### src/plsc_pkg.sv
// package: register map, field layout and reset values of the port status / link caps bank
// Contract
// correctable and nonfatal flags set, write-one clears
// fatal and unsupported flags set, write-one clears
// aux power, pending, bits 15:6 read zero
// top link rate reads 0x2, read-only
// lane count field 9:4, writable to narrow
// invalid lane code: port runs default width
// hardware never alters written lane count
// low power support fixed at 0x3
// standby exit delay defaults 0x5, writable
// sleep exit delay defaults 0x2, writable
// refclk removal bit defaults zero
// surprise down cap: downstream one, upstream zero
// link active cap: downstream one, upstream fixed zero
// link active cap write only changes advertisement
// error messages gated by reporting enables
// lockable fields writable unless lock input set
package plsc_pkg;

  ////////////////////////////////////////////////////////////////////////////////
  // word indexes; the byte address is the index times ADDR_SCALE
  localparam logic [11:0] STS_INDEX  = 12'h04a;  // status word index
  localparam logic [11:0] CAP_INDEX  = 12'h04c;  // link caps word index
  localparam logic [11:0] CTL_INDEX  = 12'h048;  // reporting enables
  localparam logic [11:0] IEN_INDEX  = 12'h100;  // interrupt enable
  localparam logic [11:0] ICLR_INDEX = 12'h101;  // interrupt clear, write only
  localparam logic [11:0] ISTS_INDEX = 12'h102;  // interrupt status, read only
  localparam logic [13:0] ADDR_SCALE = 14'h0004; // bytes per word

  ////////////////////////////////////////////////////////////////////////////////
  // status field positions
  localparam int ERR_BITS = 4;                    // four error classes
  localparam logic [3:0] ERR_RESET = 4'h0;        // flags and enables reset
  localparam int STS_W = 16;                      // status register width

  ////////////////////////////////////////////////////////////////////////////////
  // link caps field positions and values
  localparam int RATE_LO = 0;
  localparam int RATE_HI = 3;
  localparam int LANE_LO = 4;
  localparam int LANE_HI = 9;
  localparam int LPS_LO  = 10;
  localparam int LPS_HI  = 11;
  localparam int SBY_LO  = 12;
  localparam int SBY_HI  = 14;
  localparam int SLP_LO  = 15;
  localparam int SLP_HI  = 17;
  localparam int CLK_BIT = 18;
  localparam int SDN_BIT = 19;
  localparam int LAR_BIT = 20;

  localparam logic [3:0] RATE_VAL     = 4'h2;  // 5 Gbps
  localparam logic [1:0] LPS_VAL      = 2'h3;  // both low power states
  localparam logic [2:0] SBY_RESET    = 3'h5;  // 1 to 2 us
  localparam logic [2:0] SLP_RESET    = 3'h2;  // 2 to under 4 us
  localparam logic       CLK_RESET    = 1'h0;  // refclk must stay
  localparam logic [5:0] LANE_X1      = 6'h01;
  localparam logic [5:0] LANE_X2      = 6'h02;
  localparam logic [5:0] LANE_X4      = 6'h04;
  localparam logic [5:0] LANE_DEFAULT = 6'h04; // built width of the port

endpackage

### src/plsc_port_regs.sv
// module: apb slave holding port device status and link capability registers
`timescale 1ns/10ps
`default_nettype none
module plsc_port_regs (
  input  wire logic        pclk,            // config clock, 100 MHz
  input  wire logic        presetn,         // async reset, active low
  input  wire logic        psel,            // apb select
  input  wire logic        penable,         // apb access phase
  input  wire logic        pwrite,          // apb direction
  input  wire logic [13:0] paddr,           // apb byte address
  input  wire logic [31:0] pwdata,          // apb write data
  input  wire logic [3:0]  pstrb,           // apb byte strobes
  output logic             pready,          // apb ready
  output logic      [31:0] prdata,          // apb read data
  output logic             pslverr,         // apb error on unmapped
  input  wire logic        is_upstream,     // strap: port faces upstream
  input  wire logic        cap_lock,        // lock on writable caps
  input  wire logic        err_correctable, // one-cycle detect pulses
  input  wire logic        err_nonfatal,
  input  wire logic        err_fatal,
  input  wire logic        err_unsupported,
  input  wire logic        link_active,     // data link active state
  output logic      [3:0]  err_msg_send,    // per class message request
  output logic      [5:0]  lane_width,      // operating width
  output logic             link_active_rpt, // reported link active
  output logic             irq              // level interrupt
);

  ////////////////////////////////////////////////////////////////////////////////
  // decode
  logic        acc;          // access phase
  logic        wr;           // write takes effect this edge
  logic [11:0] idx;          // word index
  logic        hit_sts;
  logic        hit_cap;
  logic        hit_ctl;
  logic        hit_ien;
  logic        hit_iclr;
  logic        hit_ists;
  logic        mapped;

  // address match against a word index, used by every hit term
  function automatic logic is_at(input logic [13:0] a, input logic [11:0] i);
    is_at = (a == 14'((i * plsc_pkg::ADDR_SCALE)));
  endfunction

  assign acc      = psel & penable;
  assign wr       = acc & pwrite;
  assign idx      = paddr[13:2];
  assign hit_sts  = is_at(paddr, plsc_pkg::STS_INDEX);
  assign hit_cap  = is_at(paddr, plsc_pkg::CAP_INDEX);
  assign hit_ctl  = is_at(paddr, plsc_pkg::CTL_INDEX);
  assign hit_ien  = is_at(paddr, plsc_pkg::IEN_INDEX);
  assign hit_iclr = is_at(paddr, plsc_pkg::ICLR_INDEX);
  assign hit_ists = is_at(paddr, plsc_pkg::ISTS_INDEX);
  assign mapped   = hit_sts | hit_cap | hit_ctl | hit_ien | hit_iclr | hit_ists;
  // zero wait states; unmapped answers with an error
  assign pready   = 1'b1;
  assign pslverr  = acc & ~mapped;

  ////////////////////////////////////////////////////////////////////////////////
  // strap capture after reset release, since async reset takes constants only
  logic strap_done;    // strap sampled
  logic upstream;      // captured port direction
  always_ff @(posedge pclk or negedge presetn) begin
    if (!presetn) begin
      strap_done <= 1'b0;
      upstream   <= 1'b0;
    end else if (!strap_done) begin
      strap_done <= 1'b1;
      upstream   <= is_upstream;
    end
  end

  ////////////////////////////////////////////////////////////////////////////////
  // error flags, sticky, write one clears; set wins over clear
  logic [3:0] err_seen;   // correctable, nonfatal, fatal, unsupported
  logic [3:0] err_in;
  logic [3:0] err_clr;
  assign err_in  = {err_unsupported, err_fatal, err_nonfatal, err_correctable};
  assign err_clr = (wr & hit_sts & pstrb[0]) ? pwdata[3:0] : 4'h0;
  // logged regardless of reporting enables
  always_ff @(posedge pclk or negedge presetn) begin
    if (!presetn) begin
      err_seen <= plsc_pkg::ERR_RESET;
    end else begin
      err_seen <= (err_seen & ~err_clr) | err_in;
    end
  end

  ////////////////////////////////////////////////////////////////////////////////
  // reporting enables, low byte of the device control word
  logic [3:0] report_en;
  always_ff @(posedge pclk or negedge presetn) begin
    if (!presetn) begin
      report_en <= plsc_pkg::ERR_RESET;
    end else if (wr && hit_ctl && pstrb[0]) begin
      report_en <= pwdata[3:0];
    end
  end

  // message requests registered so data leaves a flop
  always_ff @(posedge pclk or negedge presetn) begin
    if (!presetn) begin
      err_msg_send <= 4'h0;
    end else begin
      err_msg_send <= err_in & report_en;
    end
  end

  ////////////////////////////////////////////////////////////////////////////////
  // writable capability fields
  logic [5:0] top_lane_count;
  logic [2:0] standby_exit_delay;
  logic [2:0] sleep_exit_delay;
  logic       refclk_removal_ok;
  logic       surprise_down_report_cap;
  logic       link_active_report_cap;
  logic       cap_wr;
  logic       init_pend;   // load port-type defaults once strap is known
  assign cap_wr = wr & hit_cap & ~cap_lock;

  // defaults depend on port direction, loaded the cycle after strap capture
  always_ff @(posedge pclk or negedge presetn) begin
    if (!presetn) begin
      init_pend <= 1'b1;
    end else if (strap_done) begin
      init_pend <= 1'b0;
    end
  end

  // lane count holds exactly the written value, never touched by hardware
  always_ff @(posedge pclk or negedge presetn) begin
    if (!presetn) begin
      top_lane_count <= plsc_pkg::LANE_DEFAULT;
    end else if (cap_wr && pstrb[0] && pstrb[1]) begin
      top_lane_count <= pwdata[plsc_pkg::LANE_HI:plsc_pkg::LANE_LO];
    end
  end

  // exit delays and clock bit
  always_ff @(posedge pclk or negedge presetn) begin
    if (!presetn) begin
      standby_exit_delay <= plsc_pkg::SBY_RESET;
      sleep_exit_delay   <= plsc_pkg::SLP_RESET;
      refclk_removal_ok  <= plsc_pkg::CLK_RESET;
    end else if (cap_wr) begin
      if (pstrb[1]) begin
        standby_exit_delay <= pwdata[plsc_pkg::SBY_HI:plsc_pkg::SBY_LO];
        sleep_exit_delay[0] <= pwdata[plsc_pkg::SLP_LO];
      end
      if (pstrb[2]) begin
        sleep_exit_delay[2:1] <= pwdata[plsc_pkg::SLP_HI:plsc_pkg::SLP_LO + 1];
        refclk_removal_ok     <= pwdata[plsc_pkg::CLK_BIT];
      end
    end
  end

  // port-type dependent capabilities; upstream keeps link active at zero
  always_ff @(posedge pclk or negedge presetn) begin
    if (!presetn) begin
      surprise_down_report_cap <= 1'b0;
      link_active_report_cap   <= 1'b0;
    end else if (init_pend && strap_done) begin
      surprise_down_report_cap <= ~upstream;
      link_active_report_cap   <= ~upstream;
    end else if (cap_wr && pstrb[2]) begin
      surprise_down_report_cap <= pwdata[plsc_pkg::SDN_BIT];
      link_active_report_cap   <= pwdata[plsc_pkg::LAR_BIT] & ~upstream;
    end
  end

  // operating width falls back on reserved codes
  logic [5:0] next_lane_width;
  plsc_lane_sel u_lane_sel (
    .lane_field (top_lane_count),
    .lane_init  (plsc_pkg::LANE_DEFAULT),
    .lane_width (next_lane_width)
  );
  always_ff @(posedge pclk or negedge presetn) begin
    if (!presetn) begin
      lane_width <= plsc_pkg::LANE_DEFAULT;
    end else begin
      lane_width <= next_lane_width;
    end
  end

  // link active reported whatever the advertised bit says
  always_ff @(posedge pclk or negedge presetn) begin
    if (!presetn) begin
      link_active_rpt <= 1'b0;
    end else begin
      link_active_rpt <= link_active & ~upstream;
    end
  end

  ////////////////////////////////////////////////////////////////////////////////
  // interrupts: sticky status, enable, write-only clear; set beats clear
  logic [3:0] int_sts;
  logic [3:0] int_en;
  logic [3:0] int_clr;
  assign int_clr = (wr & hit_iclr & pstrb[0]) ? pwdata[3:0] : 4'h0;
  always_ff @(posedge pclk or negedge presetn) begin
    if (!presetn) begin
      int_sts <= 4'h0;
    end else begin
      int_sts <= (int_sts & ~int_clr) | err_in;
    end
  end
  always_ff @(posedge pclk or negedge presetn) begin
    if (!presetn) begin
      int_en <= 4'h0;
    end else if (wr && hit_ien && pstrb[0]) begin
      int_en <= pwdata[3:0];
    end
  end
  assign irq = |(int_sts & int_en);

  ////////////////////////////////////////////////////////////////////////////////
  // read mux
  logic [31:0] cap_word;
  logic [31:0] sts_word;
  always_comb begin
    cap_word = 32'h0;
    cap_word[plsc_pkg::RATE_HI:plsc_pkg::RATE_LO] = plsc_pkg::RATE_VAL;
    cap_word[plsc_pkg::LANE_HI:plsc_pkg::LANE_LO] = top_lane_count;
    cap_word[plsc_pkg::LPS_HI:plsc_pkg::LPS_LO]   = plsc_pkg::LPS_VAL;
    cap_word[plsc_pkg::SBY_HI:plsc_pkg::SBY_LO]   = standby_exit_delay;
    cap_word[plsc_pkg::SLP_HI:plsc_pkg::SLP_LO]   = sleep_exit_delay;
    cap_word[plsc_pkg::CLK_BIT] = refclk_removal_ok;
    cap_word[plsc_pkg::SDN_BIT] = surprise_down_report_cap;
    cap_word[plsc_pkg::LAR_BIT] = link_active_report_cap;
  end
  // aux power, pending and reserved bits are zero
  assign sts_word = {28'h0, err_seen};

  always_ff @(posedge pclk or negedge presetn) begin
    if (!presetn) begin
      prdata <= 32'h0;
    end else if (psel && !penable && !pwrite) begin
      // captured in setup so data is flop-driven during access
      if (hit_sts)       prdata <= sts_word;
      else if (hit_cap)  prdata <= cap_word;
      else if (hit_ctl)  prdata <= {28'h0, report_en};
      else if (hit_ien)  prdata <= {28'h0, int_en};
      else if (hit_ists) prdata <= {28'h0, int_sts};
      else               prdata <= 32'h0;
    end
  end

  ////////////////////////////////////////////////////////////////////////////////
  // checks
  // legal lane codes; everything else is reserved and must fall back
  function automatic logic lane_legal(input logic [5:0] c);
    lane_legal = (c == plsc_pkg::LANE_X1) || (c == plsc_pkg::LANE_X2) ||
                 (c == plsc_pkg::LANE_X4);
  endfunction

  // write data aimed at the lane field, kept whole so $past sees a plain signal
  logic [5:0] lane_wdata;
  assign lane_wdata = pwdata[plsc_pkg::LANE_HI:plsc_pkg::LANE_LO];
endmodule
`default_nettype wire

### src/plsc_lane_sel.sv
// module: effective lane width from the written lane count field
`timescale 1ns/10ps
`default_nettype none
module plsc_lane_sel (
  input  wire logic [5:0] lane_field,  // value software holds in the field
  input  wire logic [5:0] lane_init,   // initial width of the port
  output logic      [5:0] lane_width   // width the port operates at
);

  // a reserved code falls back to the initial width; field itself untouched
  always_comb begin
    unique case (lane_field)
      plsc_pkg::LANE_X1,
      plsc_pkg::LANE_X2,
      plsc_pkg::LANE_X4: lane_width = lane_field;
      default:           lane_width = lane_init;
    endcase
  end

endmodule
`default_nettype wire

### config.mk
export PLATFORM = sky130hd
export DESIGN_NAME = plsc_port_regs
export DESIGN_NICKNAME = d
export VERILOG_FILES = /design/src/plsc_pkg.sv /design/src/plsc_port_regs.sv /design/src/plsc_lane_sel.sv
export SDC_FILE = /design/constraint.sdc
export NUM_CORES = 1
export LEC_CHECK = 0
export BUFFER_PORTS_ARGS = -buffer_cell sky130_fd_sc_hd__buf_2
export CORE_MARGIN = 1.5
export CORE_UTILIZATION = 49
export CTS_BUF_LIST = sky130_fd_sc_hd__clkbuf_16
export CTS_CLUSTER_SIZE = 24
export DETAILED_ROUTE_END_ITERATION = 6
export GPL_TIMING_DRIVEN = 0
export PLACE_DENSITY = 0.81
export SYNTH_ARGS = -nofsm -noshare
export SYNTH_HDL_FRONTEND = slang
export SYNTH_SLANG_ARGS = --single-unit
### constraint.sdc
create_clock -name pclk -period 1.6 [get_ports pclk]
set_input_delay 0.32 -clock pclk [delete_from_list [all_inputs] [get_ports pclk]]
set_output_delay 0.32 -clock pclk [all_outputs]
set_load 0.01 [all_outputs]
**After elaboration in Yosys (flattened, before gate mapping)**

Index checks and enable logic that the tools add are counted.

- Mux-type cells: 12
- Equality and inequality tests: 9
- Bitwise gates (word level): 27
- Reductions and logical operators: 17

Operators with widths:

| operator | count |
|---|---|
| $eq 14x11->1 const B | 3 |
| $eq 14x9->1 const B | 3 |
| $mux 21 | 2 |
| $mux 4 | 5 |
| $and 4x4->4 | 4 |
| $and 1x1->1 | 11 |
| $logic_and 1x1->1 | 10 |
| $not 4->4 | 2 |
| $or 4x4->4 | 2 |
| $eq 6x1->1 const B | 1 |
| $eq 6x2->1 const B | 1 |
| $eq 6x3->1 const B | 1 |
| $mux 6 | 1 |
| $or 1x1->1 | 5 |
| $mux 1 | 4 |
| $reduce_and 2->1 | 2 |
| $reduce_or 4->1 | 1 |
| $not 1->1 | 3 |
| $reduce_or 3->1 | 1 |
| $logic_not 1->1 | 2 |
| $reduce_bool 2->1 | 1 |

- Output and inout bits: 46
- Flip-flop bits (word level): 77

**Longest topological paths before layout**

- Word-level depth: 8
- Gate-level depth with buffers: 6
- Depth with buffers taken out: 4

**Modules after synthesis**

Synthesis repeated with hierarchy kept, for this count alone.

- Cell total of the unflattened synthesis: 250
- Area total of the unflattened synthesis: 3047.9 um2

By module, submodules not included:

| module | seq. area each (um2) | area each (um2) | cells each | times used |
|---|---|---|---|---|
| plsc_port_regs | 1634.1 | 2895.3 | 227 | 1 |
| plsc_lane_sel | 0.0 | 152.6 | 23 | 1 |

**Least setup slack after synthesis**

No wires, ideal clock.

- Kind: input-to-reg
- Start point: input paddr[9]
- End point: register top_lane_count[0]
- Setup slack: -309 ps
- Arrival: 1784 ps
- Buffers on the path: 0
- Stages on the path: 4
- Cell sequence: or4_4 nor4_4 nand4_2 mux2_2

- Word-level cells in the longest chain between the ends: 5

Ends and longest elaborated chain:

| item | line | text |
|---|---|---|
| start, declared | plsc_port_regs.sv:10 | `input wire logic [13:0] paddr,` |
| $eq 14x9->1 | plsc_port_regs.sv:44 | `is_at = (a == 14'((i * plsc_pkg::ADDR_SCALE)));` |
| $and 1x1->1 (2 in a row) | plsc_port_regs.sv:121 | `assign cap_wr = wr & hit_cap & ~cap_lock;` |
| $logic_and 1x1->1 (2 in a row) | plsc_port_regs.sv:136 | `end else if (cap_wr && pstrb[0] && pstrb[1]) begin` |
| end signal, assigned | plsc_port_regs.sv:135 | `top_lane_count <= plsc_pkg::LANE_DEFAULT;` |
| end signal, assigned | plsc_port_regs.sv:137 | `top_lane_count <= pwdata[plsc_pkg::LANE_HI:plsc_pkg::LANE_LO];` |
| end, declared | plsc_port_regs.sv:113 | `logic [5:0] top_lane_count;` |

No other way between the ends.
A chain may end at the register's enable or synchronous reset.

**Final worst setup path**

- Start point: input paddr[10]
- End point: register standby_exit_delay[1]

- Word-level cells in the longest chain between the ends: 4

Ends and longest elaborated chain:

| item | line | text |
|---|---|---|
| $eq 14x9->1 | plsc_port_regs.sv:44 |  |
| $and 1x1->1 (2 in a row) | plsc_port_regs.sv:121 |  |
| $reduce_and 2->1 (no source line) | - |  |
| end signal, assigned | plsc_port_regs.sv:144 | `standby_exit_delay <= plsc_pkg::SBY_RESET;` |
| end signal, assigned | plsc_port_regs.sv:149 | `standby_exit_delay <= pwdata[plsc_pkg::SBY_HI:plsc_pkg::SBY_LO];` |
| end, declared | plsc_port_regs.sv:114 | `logic [2:0] standby_exit_delay;` |

No other way between the ends.

==> flow_summary.toml <==
[die]
die_x_um = 79.2
rows = 27
dieArea_sq_mm = 0.00627
start_util_pct = 51.4
die_h_um = 79.2
core_sq_mm = 0.00554
ios = 108

[critical_path]
r2r_slack_ns = 0.22
reg2reg_to = "lane_width[2]"
crit_path_end_kind = "flip-flop"
rr_worst_depth = 3
crit_path_max_fanout = 4
endpoint = "standby_exit_delay[1]"
worst-setup-path-type = "in -> reg"
cp.required_ns = 1.82
crit_arrival_ns = 1.96
startpoint = "paddr[10]"
crit_path_start_kind = "input port"
r2r-start = "top_lane_count[5]"

[logic_synthesis]
syn_area_sq_mm = 0.00285
synth_cell_type_count = 43
synth_fa_ha_area_share_pct = 0
synth_top_family_by_area = "simple AND/OR/NAND/NOR gates"
async_flop_share_pct = 100
synth-xor-area-share_pct = 0.308
yosys.area_share.simple_pct = 14.7
ys_warn_count = 0
synthMuxAreaShare_pct = 10.3
synth_cells = 220
synth_top_flop_cell = "dfrtp_1"
synth_compound_gate_area_share_pct = 12.7
seq_area_frac_synth_pct = 57.4
synth_edf_count = 0
avgSynthCellArea_sq_um = 12.9
ys_ff_latch = 65

[cells_and_area]
final_common_cell = "buf_2"
diodes = 0
drive_gt1_share_pct = 52.3
final_cell_mix = "buf_2 (75), dfrtp_1 (59), buf_4 (25), mux2_2 (23), conb_1 (16)"
fillers = 389
final_cell_area_sq_mm = 0.00403
layout.nets = 399
area_delta_synth_final_pct = 41.6

[grt]
grt_pass1_vias = 2191
grt_usage_pct = 22.6
antenna_found_initial = 0
grt_pass1_wl_um = 10600
globalRouteOverflowTotal = 0
grt_max_degree = 66

[sta]
fin_skew_ns = 0.00510
setup_slack_ns = -0.140
rsz0062_at_grt = "yes"
clock.fmax_mhz = 575
finalMaxSlewViolations = 0
setup_viol = 20
min_period_ns = 1.74
worstMarginPinSlew_ns = 0.782
relSlewSlack_pct = 47.9
hold-worst-slack_ns = 0.0811
timing_hold_violations_final = 0
finalCritPeriodShare_pct = 109

[detailed_routing]
routedWlPerCell_um = 16.8
drtAntennaViolNets = 0
vias = 2223
drtPass1Iterations = 4
drc = 0
post_drt_via_cell_ratio = 5.37
routed_wirelength_um = 6950
drt_iter0_drc = 85

[cts]
cts_hold_buffers = 0
cts_tree = "yes"
cts_buffer_depth = 2
root_buffer = "clkbuf_16"
htree_levels = 3
path_clk_slew_ns = 0.06
insertion_delay_ns = 0.33
cts.sinks = 65
cts_buffers = 9

[run_status]
status = "finished with violations"
violations = "setup timing"

[worst_hold_path]
hp-class = "in -> async"

[pwr]
pwr-share-comb_pct = 6.5
p_int_uw = 3300
p_sw_share_pct = 21.1
p_leak_uw = 0.00203
power_density_mw_per_mm2 = 1040
power_uw = 4190
worst_ir_drop_vdd_v = 0.00123
clkPwrFrac_pct = 53.6
seqPwrFrac_pct = 39.8
switching_power_uw = 886

[place]
gp_congestion = 0.839
io_buffer_count = 80
hpwl_um = 4530
placed_area_sq_mm = 0.00343

[run]
maxCapViolCount = 0
[kinds of logic after synthesis]
kind of cell | count (synthesis)
flops | 65
simple gates | 60
compound gates | 47
mux | 26
buf+inv | 19
other cells | 2
xor+xnor | 1
[Yosys cell counts (3+ instances only)]
cell type,number,share of area (%)
dfrtp_1,59,52
mux2_2,26,10
a22o_1,15,4.6
buf_4,13,3.4
a21o_1,10,2.6
and2_1,8,1.8
a22oi_1,6,1.6
dfstp_2,6,5.5
nand3_1,6,1.1
nand4_1,6,1.3
nor2b_1,6,1.3
nor3b_1,5,1.3
nor2_1,4,0.53
o21ai_0,4,0.70
a31oi_1,3,0.66
and4_1,3,0.92
buf_2,3,0.53
nand2_1,3,0.40
nor3_1,3,0.53
[layout make-up]
| type | count | area [sq um] | share of cell area (%) |
|---|---|---|---|
| Multi-Input combinational cell | 150 | 1290 | 32.0 |
| Clock buffer | 9 | 225 | 5.59 |
| Tap cell | 72 | 90.1 | 2.24 |
| Inverter | 1 | 3.75 | 0.0932 |
| Buffer | 18 | 129 | 3.20 |
| Timing Repair Buffer | 92 | 539 | 13.4 |
| Clock inverter | 7 | 118 | 2.92 |
| Sequential cell | 65 | 1630 | 40.6 |
[registers in the layout (all words and copies together), names as in the netlist]
register and count:
err_msg_send 4, err_seen 4, init_pend 1, int_en 4, int_sts 4, lane_width 6, link_active_report_cap 1, link_active_rpt 1
prdata 20, refclk_removal_ok 1, report_en 4, sleep_exit_delay 3, standby_exit_delay 3, strap_done 1, surprise_down_report_cap 1, top_lane_count 6
upstream 1
[worst max-delay path, stage by stage]
cell and delay, ns:
buf_8 0.10, or4bb_4 0.54, nor4_4 0.30, buf_4 0.17, buf_4 0.12, nand3_4 0.10
mux2_2 0.31
[timing repair]
action,CTS,global route
setup buffers,7,5
pin swaps,9,7
setup endpoints to repair,23,26
resized for setup,26,10
[power groups by stage]
stage / Sequential (uW) / Combinational, uW / Clock, uW
2_1_floorplan: 1700 / 97.1 / 0
3_3_place_gp: 1700 / 233 / 0
3_5_place_dp: 1700 / 238 / 0
4_1_cts: 1670 / 261 / 2280
5_1_grt: 1670 / 298 / 2370
6_report: 1670 / 274 / 2250
[per-layer routing]
metal / part of all wire, % / vias up / global-route usage (%)
met3: 6.1 / 14 / 7.24
met1: 41 / 1091 / 28.1
met2: 52 / 85 / 36.8
met5: 0 / - / 0
met4: 1.6 / 0 / 8.07
li1: - / 1033 / -
[worst min-delay path by stage]
| stage | startpoint | endpoint | depth (start not counted) |
|---|---|---|---|
| CTS | err_fatal | err_seen[2] | 2 |
| global placement | strap_done | init_pend | 1 |
| detailed placement | strap_done | init_pend | 1 |
| global route | presetn | prdata[5] | 1 |
| floorplan | presetn | err_msg_send[0] | 0 |
| finish | presetn | int_en[3] | 1 |
[metrics by stage]
step / TNS [ns] / instances / utilization [%] / setup WS, ns
CTS: -1.04 / 409 / 71.0 / -0.114
global placement: -16.80 / 386 / 62.0 / -0.652
global route: -2.16 / 414 / 72.7 / -0.159
finish: -1.65 / 414 / 72.7 / -0.140
detailed placement: -18.40 / 386 / 62.0 / -0.710
floorplan: -5.44 / 234 / - / -0.308
(Power assumes the default switching activity.)
